[config.mk]
export PLATFORM = sky130hd
export DESIGN_NAME = rrs_reset_strap
export DESIGN_NICKNAME = d
export VERILOG_FILES = /design/src/rrs_pkg.sv /design/src/rrs_reset_strap.sv
export SDC_FILE = /design/constraint.sdc
export NUM_CORES = 1
export LEC_CHECK = 0
export BUFFER_PORTS_ARGS = -buffer_cell sky130_fd_sc_hd__buf_2
export CAP_MARGIN = 20
export CORE_MARGIN = 4
export CORE_UTILIZATION = 50
export CTS_CLUSTER_SIZE = 30
export DETAILED_ROUTE_END_ITERATION = 16
export GPL_ROUTABILITY_DRIVEN = 0
export HOLD_SLACK_MARGIN = 0.05
export PLACE_DENSITY = 0.78
export SYNTH_ARGS = -nofsm -noshare
export SYNTH_HDL_FRONTEND = slang
export SYNTH_SLANG_ARGS = --single-unit
[constraint.sdc]
create_clock -name mclk -period 2.1 [get_ports mclk]
set_input_delay 0.42 -clock mclk [delete_from_list [all_inputs] [get_ports mclk]]
set_output_delay 0.42 -clock mclk [all_outputs]
set_load 0.05 [all_outputs]
[src/rrs_pkg.sv]
// Constants and types for the reset release and test strap block
`default_nettype none

package rrs_pkg;

    // Same time units as the bench, so mixed elaboration stays consistent
    timeunit 1ns;
    timeprecision 100ps;

    // Clock rate
    localparam int unsigned CLK_PERIOD_NS = 4;

    // Strap sampling delay after reset release, least time rounded up
    localparam int unsigned SAMPLE_TIME_NS = 1500;
    localparam int unsigned SAMPLE_CYCLES = (SAMPLE_TIME_NS + CLK_PERIOD_NS - 1) / CLK_PERIOD_NS;
    localparam int unsigned SAMPLE_CNT_W = 9;
    localparam logic [SAMPLE_CNT_W-1:0] SAMPLE_LAST = SAMPLE_CNT_W'(SAMPLE_CYCLES - 1);

    // Host bus hold-off after reset and park are both high
    localparam int unsigned SETTLE_TIME_MS = 500;
    localparam longint unsigned SETTLE_CYCLES_L = (longint'(SETTLE_TIME_MS) * 64'd1000000)
        / longint'(CLK_PERIOD_NS);
    localparam int unsigned SETTLE_CYCLES = int'(SETTLE_CYCLES_L);
    localparam int unsigned SETTLE_CNT_W = 27;

    // Pin group widths
    localparam int unsigned GPIO_W = 20;
    localparam int unsigned FLASH_W = 4;
    localparam int unsigned LED_W = 2;

    // Reset values of the pin drivers
    localparam logic [FLASH_W-1:0] FLASH_OE_N_RST = 4'hf;
    localparam logic [GPIO_W-1:0] GPIO_OE_N_RST = 20'hfffff;
    localparam logic [LED_W-1:0] LED_RST = 2'h0;

    // Sequencer states, one-hot
    typedef enum logic [2:0] {
        st_held = 3'h1,
        st_wait = 3'h2,
        st_run  = 3'h4
    } rrs_state_t;

    // Serial flash pins travelling together
    typedef struct packed {
        logic flash_serial_clock;
        logic flash_serial_data_out;
        logic flash_chip_select_0_n;
        logic flash_chip_select_1_n;
    } rrs_flash_t;

    // Whole state of the sequencer
    typedef struct packed {
        rrs_state_t state;
        logic por_meta;
        logic por_sync;
        logic por_prev;
        logic park_meta;
        logic park_sync;
        logic tp_meta;
        logic tp_sync;
        logic [SAMPLE_CNT_W-1:0] sample_cnt;
        logic [SETTLE_CNT_W-1:0] settle_cnt;
        logic config_start;
        logic test_mode_select;
        logic host_bus_ready;
        rrs_flash_t flash_out;
        logic [FLASH_W-1:0] flash_oe_n;
        logic [GPIO_W-1:0] gpio_out;
        logic [GPIO_W-1:0] gpio_oe_n;
        logic tp_out;
        logic tp_oe_n;
        logic [LED_W-1:0] led_select;
        logic mirror_array_drive_enable_n;
    } rrs_st_t;

endpackage

`default_nettype wire

[src/rrs_reset_strap.sv]
// Power-on reset release sequencer with test strap sampling and pin gating
`default_nettype none

// Overview of operation
// - Reset rising edge starts self-configuration.
// - Flash pins and GPIO tri-stated during reset.
// - LED selects and mirror enable low during reset.
// - No status output active while reset asserted.
// - Test pin tri-stated while reset low.
// - Sample test pin 1.5 us, then drive.
// - Unused bidirectional pins configurable as outputs.
module rrs_reset_strap #(
    parameter int unsigned SETTLE_CYCLES = rrs_pkg::SETTLE_CYCLES
) (
    // Clock and synchronous reset
    input wire logic mclk,
    input wire logic srst,
    // Asynchronous pins from the power controller
    input wire logic power_on_reset_n,
    input wire logic fast_park_n,
    // Core side drive requests
    input wire rrs_pkg::rrs_flash_t core_flash,
    input wire logic [rrs_pkg::GPIO_W-1:0] core_gpio_out,
    input wire logic [rrs_pkg::GPIO_W-1:0] core_gpio_dir,
    input wire logic core_test_out,
    input wire logic [rrs_pkg::LED_W-1:0] core_led_select,
    input wire logic core_mirror_enable_n,
    // Serial flash pins
    output logic [rrs_pkg::FLASH_W-1:0] flash_pins_oe_n,
    output rrs_pkg::rrs_flash_t flash_pins_out,
    // General purpose pins
    output logic [rrs_pkg::GPIO_W-1:0] gpio_out,
    output logic [rrs_pkg::GPIO_W-1:0] gpio_oe_n,
    // Test point 0, two-way pin
    input wire logic test_point_0_in,
    output logic test_point_0_out,
    output logic test_point_0_oe_n,
    // Always-driven outputs
    output logic [rrs_pkg::LED_W-1:0] led_select,
    output logic mirror_array_drive_enable_n,
    // Status to the rest of the chip
    output logic config_start,
    output logic test_mode_select,
    output logic host_bus_ready
);

    // Same time units as the bench; no delays are used here
    timeunit 1ns;
    timeprecision 100ps;

    // Registered state and its next value
    rrs_pkg::rrs_st_t st_ff;
    rrs_pkg::rrs_st_t nxt_st;

    // Last settle count, sized to the counter
    localparam logic [rrs_pkg::SETTLE_CNT_W-1:0] SETTLE_LAST =
        rrs_pkg::SETTLE_CNT_W'(SETTLE_CYCLES - 1);

    // Safe pin image used in reset and while the reset pin is low
    localparam rrs_pkg::rrs_st_t ST_RESET = '{
        state: rrs_pkg::st_held,
        sample_cnt: '0,
        settle_cnt: '0,
        flash_out: '0,
        flash_oe_n: rrs_pkg::FLASH_OE_N_RST,
        gpio_oe_n: rrs_pkg::GPIO_OE_N_RST,
        tp_oe_n: 1'b1,
        led_select: rrs_pkg::LED_RST,
        default: 1'b0
    };

    // Next-state logic for the whole sequencer
    always_comb
    begin
        nxt_st = st_ff;
        // Two-stage synchronisers; first stage feeds only the second
        nxt_st.por_meta = power_on_reset_n;
        nxt_st.por_sync = st_ff.por_meta;
        nxt_st.park_meta = fast_park_n;
        nxt_st.park_sync = st_ff.park_meta;
        nxt_st.tp_meta = test_point_0_in;
        nxt_st.tp_sync = st_ff.tp_meta;
        nxt_st.por_prev = st_ff.por_sync;
        nxt_st.config_start = 1'b0;

        if (!st_ff.por_sync)
        begin
            // Reset pin low: everything parked, strap forgotten
            nxt_st.state = rrs_pkg::st_held;
            nxt_st.sample_cnt = '0;
            nxt_st.test_mode_select = 1'b0;
            nxt_st.flash_out = '0;
            nxt_st.flash_oe_n = rrs_pkg::FLASH_OE_N_RST;
            nxt_st.gpio_out = '0;
            nxt_st.gpio_oe_n = rrs_pkg::GPIO_OE_N_RST;
            nxt_st.tp_out = 1'b0;
            nxt_st.tp_oe_n = 1'b1;
            nxt_st.led_select = rrs_pkg::LED_RST;
            nxt_st.mirror_array_drive_enable_n = 1'b0;
        end
        else
        begin
            unique case (st_ff.state)
                rrs_pkg::st_held:
                begin
                    // Only a real low-to-high edge starts configuration
                    if (!st_ff.por_prev)
                    begin
                        nxt_st.state = rrs_pkg::st_wait;
                        nxt_st.config_start = 1'b1;
                        nxt_st.sample_cnt = '0;
                    end
                end
                rrs_pkg::st_wait:
                begin
                    // Test pin stays released until its level is taken
                    nxt_st.sample_cnt = st_ff.sample_cnt + 1'b1;
                    if (st_ff.sample_cnt == rrs_pkg::SAMPLE_LAST)
                    begin
                        nxt_st.test_mode_select = st_ff.tp_sync;
                        nxt_st.state = rrs_pkg::st_run;
                    end
                end
                rrs_pkg::st_run:
                begin
                    // Strap is frozen; test pin becomes an output
                    nxt_st.test_mode_select = st_ff.test_mode_select;
                    nxt_st.tp_out = core_test_out;
                    nxt_st.tp_oe_n = 1'b0;
                end
            endcase

            // Flash and GPIO follow the core once out of reset; self-config
            // needs the flash during the strap wait, so no hold there
            if (st_ff.state != rrs_pkg::st_held)
            begin
                nxt_st.flash_out = core_flash;
                nxt_st.flash_oe_n = '0;
                nxt_st.gpio_out = core_gpio_out;
                nxt_st.gpio_oe_n = ~core_gpio_dir;
                nxt_st.led_select = core_led_select;
                nxt_st.mirror_array_drive_enable_n = core_mirror_enable_n;
            end
        end

        // Host bus hold-off; restarts if either pin drops
        if (st_ff.por_sync && st_ff.park_sync)
        begin
            if (st_ff.settle_cnt == SETTLE_LAST)
            begin
                nxt_st.host_bus_ready = 1'b1;
            end
            else
            begin
                nxt_st.settle_cnt = st_ff.settle_cnt + 1'b1;
            end
        end
        else
        begin
            nxt_st.settle_cnt = '0;
            nxt_st.host_bus_ready = 1'b0;
        end
    end

    // State register
    always_ff @(posedge mclk)
    begin
        if (srst)
        begin
            st_ff <= ST_RESET;
        end
        else
        begin
            st_ff <= nxt_st;
        end
    end

    // Outputs come straight from the state flip-flops
    assign flash_pins_out = st_ff.flash_out;
    assign flash_pins_oe_n = st_ff.flash_oe_n;
    assign gpio_out = st_ff.gpio_out;
    assign gpio_oe_n = st_ff.gpio_oe_n;
    assign test_point_0_out = st_ff.tp_out;
    assign test_point_0_oe_n = st_ff.tp_oe_n;
    assign led_select = st_ff.led_select;
    assign mirror_array_drive_enable_n = st_ff.mirror_array_drive_enable_n;
    assign config_start = st_ff.config_start;
    assign test_mode_select = st_ff.test_mode_select;
    assign host_bus_ready = st_ff.host_bus_ready;

    // Checking helper: cycles since the configuration start pulse
    logic [9:0] since_start_ff;
    always_ff @(posedge mclk)
    begin
        if (srst)
        begin
            since_start_ff <= '0;
        end
        else if (st_ff.config_start)
        begin
            since_start_ff <= 10'h001;
        end
        else if (since_start_ff != 10'h3ff)
        begin
            since_start_ff <= since_start_ff + 10'h001;
        end
    end
endmodule

`default_nettype wire

==> results of run 1 <==
## registers in the layout, summed over array words and instances (netlist names)
name                         count
st_ff                           42
gpio_oe_n                       20
gpio_out                        20
flash_pins_out                   4
nxt_st                           4
led_select                       2
config_start                     1
flash_pins_oe_n                  1
host_bus_ready                   1
mirror_array_drive_enable_n      1
test_mode_select                 1
test_point_0_oe_n                1
test_point_0_out                 1
## kinds of logic after synthesis
group	count (synthesis)
adder cells (fa/ha/maj)	3
XOR/XNOR	19
AO/OA/AOI/OAI	71
flip-flops	99
AND/OR/NAND/NOR	231
buffers and inverters	81
multiplexers	4
## worst max-delay path: cells and delay by family, from the launching register on
kind	cells	cell delay, ps
flip-flops	1	400
adder cells (fa/ha/maj)	1	210
buffers and inverters	1	230
AND/OR/NAND/NOR	4	740
multiplexers	1	210
## worst max-delay path by stage
stage	cells after the start	startpoint	end
3_3_place_gp	7	st_ff[56]	st_ff[57]
3_5_place_dp	7	st_ff[56]	st_ff[57]
6_report	7	st_ff[56]	st_ff[57]
2_1_floorplan	7	st_ff[56]	st_ff[57]
5_1_grt	7	st_ff[56]	st_ff[57]
4_1_cts	7	st_ff[56]	st_ff[57]
## power by group through the flow
stage	Combinational [W]	Clock, W	Sequential [W]
finish	0.000143	0.00118	0.00189
global route	0.000162	0.00129	0.00189
CTS	0.000145	0.00121	0.00189
detailed placement	0.000144	0	0.00194
global placement	0.000141	0	0.00193
floorplan	0.0000822	0	0.00194
## layout by cell type (no fill, tap or decap), drive strengths merged, types with 3 or more instances in the layout
| master | netlist | layout |
|---|---|---|
| nand3 | 14 | 14 |
| o31ai | 4 | 4 |
| a21oi | 35 | 35 |
| or3 | 5 | 5 |
| clkbuf | 12 | 11 |
| xnor2 | 8 | 8 |
| buf | 62 | 116 |
| and2 | 6 | 6 |
| nand4 | 16 | 16 |
| xor2 | 11 | 11 |
| ha | 3 | 3 |
| and3 | 6 | 6 |
| nand2 | 113 | 113 |
| nor4b | 3 | 3 |
| nor2b | 6 | 6 |
| inv | 7 | 7 |
| nor3 | 8 | 8 |
| o211ai | 3 | 3 |
| dfxtp | 99 | 99 |
| nor2 | 40 | 40 |
| o21ai | 27 | 27 |
| and4 | 3 | 3 |
## metrics by stage
stage | total power (W) | worst slack, ps | area [um2] | hold WS [ps] | std cells
after detailed placement | 0.00208 | 203 | 4460 | 427 | 655
after floorplan | 0.00202 | 318 | 4200 | 414 | 508
after CTS | 0.00324 | 184 | 4650 | 279 | 670
after global placement | 0.00208 | 281 | 4460 | 424 | 655
final | 0.00322 | 196 | 4650 | 290 | 670
after global routing | 0.00334 | 8.31 | 4650 | 283 | 670
## metal layers
layer,part of all wire,vias up
met5,0,-
met4,0.0093,0
met3,0.076,8
met2,0.47,102
met1,0.44,1523
li1,-,1733
## layout make-up
class	instances	share of cell area
well taps	105	0.0283
inverters	7	0.00565
repair buffers	116	0.129
flip-flops and latches	99	0.426
multi-input cells	328	0.369
clock inverters	4	0.0110
clock buffers	11	0.0304
## cells in the mapped netlist, types with 3 or more instances
cell type,count,area [um2]
o211ai_1,3,22.5
ha_1,3,37.5
nor2b_1,6,37.5
or3_2,4,30.0
nor3_1,8,40.0
clkbuf_1,12,45.0
o21ai_0,27,135
nor2_1,39,146
xnor2_1,8,70.1
buf_4,50,375
inv_1,7,26.3
nand4_1,16,100
and2_1,6,37.5
a21oi_1,35,175
nand2_1,112,420
dfxtp_1,99,1980
and3_1,5,31.3
xor2_1,11,96.3
o31ai_1,4,30.0
nand3_1,14,70.1
buf_1,5,18.8
buf_2,6,30.0
and4_1,3,26.3
==> qor.yml, run 1 <==
power_and_ir_drop:
  p_per_area_nw_per_um2: 692
  p_int_w: 0.00252
  ir_drop_uv: 466
  clock_power_share: 0.367
  seq_power_share: 0.588
  power_leakage_nw: 1.77
  combPwrFrac: 0.045
  netSwitchingFraction: 0.216
  p_sw_w: 0.000693
clocking:
  cts_max_path_buffers: 2
  insertion_delay_ps: 350
  cts_tree: "done"
  cts_buffers: 9
  cts_hold_buf: 0
  cts.sinks: 99
  cts_resized: 0
  cts_root_buf: "clkbuf_8"
  htreeDepth: 3
  cts.clk_slew.worst_paths_ps: 90
  post-cts-setup-buffers: 0
global_routing:
  antenna_found_initial: 0
  grt_pass1_vias: 3266
  use_met2: 0.293
  met3_usage: 0.0477
  grt_max_degree: 42
  met1_usage: 0.200
  grt_overflow: 0
  grt_pass1_wl_um: 14000
  grt.total_usage: 0.168
  top_usage_layer: "met2"
synth:
  synth_nets: 564
  synth_top_family_by_area: "simple AND/OR/NAND/NOR gates"
  synth_edf_count: 0
  syn_area_um2: 4200
  syn_avg_cell_area_um2: 8.27
  syn-instance-count: 508
  synth_xor_area_frac: 0.0396
  async_flop_share: 0
  synth-seq-cells: 99
  synth-compound-area-share: 0.0894
  synth.distinct_cells: 41
  ys_seq_area_frac: 0.472
  synth_fa_ha_area_frac: 0.00894
  synth_flop_cell: "dfxtp_1"
  muxShareOfSynthArea: 0.0101
  synthSimpleGateAreaFrac: 0.259
  ys_warn_count: 0
placement:
  hpwl_um: 5820
  io_buffers: 108
sta:
  hold_viol_final: 0
  fin_crit_ps: 1900
  setup_viol: 0
  slew_headroom: 0.683
  drv_slew: 0
  fmax_mhz: 525
  finalSetupTns_ps: 0
  skew_ps: 12.6
  fin_crit_sh: 0.907
  rsz0062_at_grt: "no"
  tightest_slew_ps: 475
detailed_routing:
  dr.pass1.iters: 4
  postRouteAntennaNets: 0
  drc: 0
  vias: 3366
  drt-total-wl_um: 8100
  routed_via_density: 5.02
  drt-initial-drc-count: 93
  wl_per_cell_um: 12.1
worst_setup_path:
  required_ps: 2330
  critPathLaunchType: "flip-flop"
  crit_chain: "ha_1, nand4_1, or2_4, nor4b_4, buf_4, mux2i_1, nor2_1"
  rrSetupSlack_ps: 200
  r2r_cells: 7
  cpPeakStageDelay_ps: 400
  reg2reg_to: "st_ff[57]"
  critical_path_class: "reg2reg"
  cpMaxStageDelayCell: "dfxtp_1"
  r2r-start: "st_ff[56]"
  cp_max_fo: 15
  crit_arrival_ps: 2140
  crit_path_end_kind: "flip-flop"
floorplanning:
  ios: 109
  initial_core_util: 0.514
  die_w_um: 99.6
  fp.dieH_um: 99.6
  num_rows: 33
  floorplan.core_area_um2: 8180
  die-area_um2: 9930
finish:
  syn_to_final_growth_pct: 10.7
  final_core_util: 0.569
  multi_input_area_um2: 1720
  seq_area_um2: 1980
  antenna-diode-count: 0
  final_net_count: 617
  fillerInstances: 755
  layout-drive-gt1-share: 0.253
min_path:
  whs_path_depth: 2
  hold_class: "in2reg"
  holdPathEnd: "nxt_st[94]"
  hold_path.startpoint: "fast_park_n"
run:
  maxCapViolations: 0
outcome:
  outcome: "completed"
Note: power is estimated with default switching activity, not from simulation.
==> run 2, diff against run 1 <==
--- a/config.mk
+++ b/config.mk
@@ -5,7 +5,7 @@
 export SDC_FILE = /design/constraint.sdc
 export NUM_CORES = 1
 export LEC_CHECK = 0
-export BUFFER_PORTS_ARGS = -buffer_cell sky130_fd_sc_hd__buf_2
+export BUFFER_PORTS_ARGS = -buffer_cell sky130_fd_sc_hd__buf_4
 export CAP_MARGIN = 20
 export CORE_MARGIN = 4
 export CORE_UTILIZATION = 50
==> qor.yml, run 2 (synthesized netlist as in run 1, its figures left out) <==
outcome:
  outcome: "completed"  # unchanged
clocking:
  cts_hold_buf: 0  # unchanged
  cts_tree: "done"  # unchanged
  cts_root_buf: "clkbuf_8"  # unchanged
  cts_resized: 0  # unchanged
  insertion_delay_ps: 350  # about the same
  cts_buffers: 9  # unchanged
  htreeDepth: 3  # unchanged
  cts.sinks: 99  # unchanged
  cts.clk_slew.worst_paths_ps: 90  # about the same
  post-cts-setup-buffers: 0  # unchanged
  cts_max_path_buffers: 2  # unchanged
detailed_routing:
  routed_via_density: 5.04  # was 5.02
  vias: 3375  # was 3366
  dr.pass1.iters: 4  # unchanged
  postRouteAntennaNets: 0  # unchanged
  drt-total-wl_um: 8390  # was 8100 um
  drc: 0  # unchanged
  drt-initial-drc-count: 119  # was 93
  wl_per_cell_um: 12.5  # was 12.1 um
worst_setup_path:
  r2r_cells: 7  # unchanged
  cp_max_fo: 15  # unchanged
  r2r-start: "st_ff[56]"  # unchanged
  crit_path_end_kind: "flip-flop"  # unchanged
  critPathLaunchType: "flip-flop"  # unchanged
  crit_chain: "ha_1, nand4_1, or2_4, nor4b_4, buf_4, mux2i_1, nor2_1"  # unchanged
  cpPeakStageDelay_ps: 390  # was 400 ps
  rrSetupSlack_ps: 190  # was 200 ps
  required_ps: 2340  # was 2330 ps
  reg2reg_to: "st_ff[57]"  # unchanged
  critical_path_class: "reg2reg"  # unchanged
  crit_arrival_ps: 2140  # about the same
  cpMaxStageDelayCell: "dfxtp_1"  # unchanged
global_routing:
  grt_pass1_vias: 3239  # was 3266
  grt_pass1_wl_um: 14100  # was 14000 um
  grt_overflow: 0  # unchanged
  grt.total_usage: 0.173  # was 0.168
  antenna_found_initial: 0  # unchanged
  grt_max_degree: 42  # unchanged
min_path:
  hold_class: "in2reg"  # unchanged
  hold_path.startpoint: "srst"  # was fast_park_n
  holdPathEnd: "nxt_st[96]"  # was nxt_st[94]
  whs_path_depth: 2  # unchanged
sta:
  fin_crit_sh: 0.908  # was 0.907
  tightest_slew_ps: 476  # was 475 ps
  finalSetupTns_ps: 0  # unchanged
  drv_slew: 0  # unchanged
  fin_crit_ps: 1910  # was 1900 ps
  setup_viol: 0  # unchanged
  hold_viol_final: 0  # unchanged
  fmax_mhz: 524  # was 525 MHz
  rsz0062_at_grt: "no"  # unchanged
  skew_ps: 11.9  # was 12.6 ps
  slew_headroom: 0.682  # was 0.683
  fin_ws_ps: 193  # was 196 ps
floorplanning:
  fp.dieH_um: 99.6  # unchanged
  ios: 109  # unchanged
  die_w_um: 99.6  # unchanged
  floorplan.core_area_um2: 8180  # unchanged
  die-area_um2: 9930  # unchanged
  num_rows: 33  # unchanged
  initial_core_util: 0.514  # unchanged
finish:
  layout_commonest_cell: "buf_4"  # was nand2_1
  stdcell_area_um2: 4910  # was 4650 um2
  final_net_count: 617  # unchanged
  fillerInstances: 723  # was 755
  final_cell_mix: "116 x buf_4, 112 x nand2_1, 99 x dfxtp_1"  # was 112 x nand2_1, 108 x buf_2, 99 x dfxtp_1
  antenna-diode-count: 0  # unchanged
  largest_reg_flops: 42  # unchanged
  largest-register: "st_ff"  # unchanged
  syn_to_final_growth_pct: 16.9  # was 10.7%
  layout-drive-gt1-share: 0.250  # was 0.253
placement:
  place_area_um2: 4730  # was 4460 um2
  io_buffers: 108  # unchanged
  dp_slack_ps: 209  # was 203 ps
  hpwl_um: 6000  # was 5820 um
power_and_ir_drop:
  ir_drop_uv: 375  # was 466 uV
  p_per_area_nw_per_um2: 658  # was 692 nW/um2
  power_leakage_nw: 1.85  # was 1.77 nW
run:
  maxCapViolations: 0  # unchanged
run 2: cell types whose count changed in the layout (fill, tap and decap cells not counted):
cell	before	now
buf_2	108	0
buf_4	8	116
clkbuf_1	1	2
clkinv_2	1	0
clkinv_4	1	0
run 2: critical path: cells and delay by family, from the launching register on:
| family | cells | cell delay (ps) |
|---|---|---|
| and+or+nand+nor | 4 | 750 |
| buffers and inverters | 1 | 230 |
| muxes | 1 | 210 |
| adders and majority gates | 1 | 200 |
| DFF | 1 | 390 |
run 2: metal layers:
layer / GRT usage / share of wire / routed length [um]
met5: 0 / 0 / 0
met4: 0.0683 / 0.016 / 133
met3: 0.0428 / 0.069 / 580
met2: 0.301 / 0.46 / 3880
met1: 0.205 / 0.45 / 3800
run 2: area by class of cell:
class / instances / area (um2) / area share
clock inverters: 2 / 37.5 / 0.00765
well taps: 105 / 131 / 0.0268
multi-input cells: 328 / 1720 / 0.349
flip-flops and latches: 99 / 1980 / 0.404
repair buffers: 116 / 871 / 0.177
clock buffers: 12 / 145 / 0.0296
inverters: 7 / 26.3 / 0.00535
run 2: power by group:
part           internal [W]  leakage (nW)  switching, W
Sequential          0.00189         0.800    0.00000498
Combinational     0.0000876         0.964     0.0000859
Clock              0.000572        0.0885      0.000592
Total               0.00255          1.85      0.000683
run 2: worst max path at each step:
stage	start	to	slack, ps
2_1_floorplan	st_ff[56]	st_ff[57]	320
3_3_place_gp	st_ff[56]	st_ff[57]	280
3_5_place_dp	st_ff[56]	st_ff[57]	210
4_1_cts	st_ff[56]	st_ff[57]	190
5_1_grt	st_ff[56]	st_ff[57]	50
6_report	st_ff[56]	st_ff[57]	190
run 2: through the flow:
step	hold WS [ps]	utilization	std cells	power, W
floorplan	414	-	508	0.00202
global placement	422	0.578	655	0.00211
detailed placement	422	0.578	655	0.00211
CTS	252	0.600	669	0.00326
global route	272	0.600	669	0.00335
finish	265	0.600	669	0.00323
==> run 3, diff against run 2 <==
==> constraint.sdc (replaced) <==
create_clock -name mclk -period 2.1 [get_ports mclk]
set_input_delay 0.21 -clock mclk [delete_from_list [all_inputs] [get_ports mclk]]
set_output_delay 0.21 -clock mclk [all_outputs]
set_load 0.05 [all_outputs]
==> qor.yml, run 3 (synthesized netlist as in run 1, its figures left out) <==
sta:
  fin_crit_sh: 0.901  # was 0.908
  tightest_slew_ps: 467  # was 476 ps
  setup_viol: 0  # unchanged
  fin_crit_ps: 1890  # was 1910 ps
  holdWs_ps: 69.3  # was 265 ps
  drv_slew: 0  # unchanged
  hold_viol_final: 0  # unchanged
  finalSetupTns_ps: 0  # unchanged
  fmax_mhz: 529  # was 524 MHz
  skew_ps: 12.5  # was 11.9 ps
  slew_headroom: 0.688  # was 0.682
  rsz0062_at_grt: "no"  # unchanged
power_and_ir_drop:
  ir_drop_uv: 386  # was 375 uV
  p_per_area_nw_per_um2: 646  # was 658 nW/um2
  p_int_w: 0.00245  # was 0.00255 W
  p_sw_w: 0.000729  # was 0.000683 W
  seq_power_share: 0.595  # was 0.586
  power_leakage_nw: 1.86  # was 1.85 nW
  netSwitchingFraction: 0.229  # was 0.211
  clock_power_share: 0.350  # was 0.361
  combPwrFrac: 0.055  # was 0.054
detailed_routing:
  vias: 3348  # was 3375
  postRouteAntennaNets: 0  # unchanged
  drc: 0  # unchanged
  routed_via_density: 4.97  # was 5.04
  drt-total-wl_um: 8360  # was 8390 um
  dr.pass1.iters: 4  # unchanged
  drt-initial-drc-count: 142  # was 119
  wl_per_cell_um: 12.4  # was 12.5 um
worst_setup_path:
  critical_path_class: "reg2reg"  # unchanged
  cp-startpoint: "st_ff[56]"  # unchanged
  critPathLaunchType: "flip-flop"  # unchanged
  reg2reg_to: "st_ff[57]"  # unchanged
  cp_max_fo: 15  # unchanged
  r2r_cells: 7  # unchanged
  rrSetupSlack_ps: 210  # was 190 ps
  cp-endpoint: "st_ff[57]"  # unchanged
  required_ps: 2330  # was 2340 ps
  crit_arrival_ps: 2130  # was 2140 ps
  r2r-start: "st_ff[56]"  # unchanged
  crit_path_end_kind: "flip-flop"  # unchanged
clocking:
  insertion_delay_ps: 350  # about the same
  cts_root_buf: "clkbuf_8"  # unchanged
  htreeDepth: 3  # unchanged
  cts.clk_slew.worst_paths_ps: 90  # about the same
  cts.sinks: 99  # unchanged
  cts_max_path_buffers: 2  # unchanged
  cts_resized: 0  # unchanged
  cts_tree: "done"  # unchanged
  cts_buffers: 9  # unchanged
floorplanning:
  floorplan.core_area_um2: 8180  # unchanged
  die_w_um: 99.6  # unchanged
  die-area_um2: 9930  # unchanged
  initial_core_util: 0.514  # unchanged
  ios: 109  # unchanged
  num_rows: 33  # unchanged
  fp.dieH_um: 99.6  # unchanged
finish:
  largest-register: "st_ff"  # unchanged
  seq_area_um2: 1980  # unchanged
  final_net_count: 619  # was 617
  largest_reg_flops: 42  # unchanged
  final_cell_mix: "116 x buf_4, 112 x nand2_1, 99 x dfxtp_1"  # unchanged
  fillerInstances: 719  # was 723
  layout-drive-gt1-share: 0.252  # was 0.250
  layout_commonest_cell: "buf_4"  # unchanged
  syn_to_final_growth_pct: 17.3  # was 16.9%
  multi_input_area_um2: 1720  # unchanged
  antenna-diode-count: 0  # unchanged
global_routing:
  grt.total_usage: 0.171  # was 0.173
  grt_pass1_vias: 3192  # was 3239
  antenna_found_initial: 0  # unchanged
  grt_pass1_wl_um: 14000  # was 14100 um
  grt_overflow: 0  # unchanged
  grt_max_degree: 42  # unchanged
outcome:
  outcome: "completed"  # unchanged
placement:
  io_buffers: 108  # unchanged
  hpwl_um: 6060  # was 6000 um
min_path:
  whs_path_depth: 2  # unchanged
  hold_class: "in2reg"  # unchanged
run:
  maxCapViolations: 0  # unchanged
## run 3: changes by cell type in the layout (fill, tap and decap cells not counted)
| cell | before | now |
|---|---|---|
| bufinv_16 | 1 | 0 |
| clkinv_4 | 0 | 3 |
| clkinvlp_4 | 1 | 0 |
| dlygate4sd3_1 | 0 | 2 |
| inv_6 | 0 | 1 |
## run 3: metal layers
| metal | GRT usage | up-vias | part of all wire |
|---|---|---|---|
| li1 | - | 1739 | - |
| met1 | 0.202 | 1495 | 0.44 |
| met2 | 0.295 | 103 | 0.46 |
| met3 | 0.0463 | 11 | 0.081 |
| met4 | 0.0651 | 0 | 0.014 |
| met5 | 0 | - | 0 |
## run 3: power by group through the flow
stage | Sequential (W) | Clock (W) | Combinational (W)
floorplan | 0.00194 | 0 | 0.0000822
global placement | 0.00194 | 0 | 0.000171
detailed placement | 0.00194 | 0 | 0.000175
CTS | 0.00189 | 0.00114 | 0.000177
global route | 0.00189 | 0.00124 | 0.000194
finish | 0.00189 | 0.00111 | 0.000176
## run 3: cell type report
| class | instances | share of cell area |
|---|---|---|
| inverter | 7 | 0.00533 |
| timing repair buffer | 118 | 0.181 |
| tap | 105 | 0.0267 |
| multi-input combinational | 328 | 0.348 |
| clock inverter | 4 | 0.00711 |
| clock buffer | 12 | 0.0295 |
| sequential | 99 | 0.402 |
## run 3: per-stage QoR
step | cells | setup WS [ps] | util | instance area, um2 | power, W
floorplan | 508 | 318 | - | 4200 | 0.00202
global placement | 655 | 279 | 0.578 | 4730 | 0.00211
detailed placement | 655 | 208 | 0.578 | 4730 | 0.00211
CTS | 672 | 193 | 0.601 | 4920 | 0.00321
global route | 673 | 60.1 | 0.603 | 4930 | 0.00332
finish | 673 | 209 | 0.603 | 4930 | 0.00318
## run 3: critical path: stages, from the launching register on
cell	delay (ps)
dfxtp_1	380
ha_1	220
nand4_1	150
or2_4	280
nor4b_4	260
buf_4	230
mux2i_1	200
nor2_1	50
## run 3: how the worst min path moves through the flow
stage	from	end	slack, ps
finish	fast_park_n	nxt_st[94]	70
global route	fast_park_n	nxt_st[94]	60
CTS	power_on_reset_n	nxt_st[97]	50
detailed placement	nxt_st[97]	nxt_st[96]	430
global placement	nxt_st[94]	st_ff[94]	430
floorplan	srst	nxt_st[92]	280
## run 3: timing repair
action,4_1_cts,5_1_grt
hold endpoints to repair,5,1
hold buffers,1,1
setup buffers,0,0
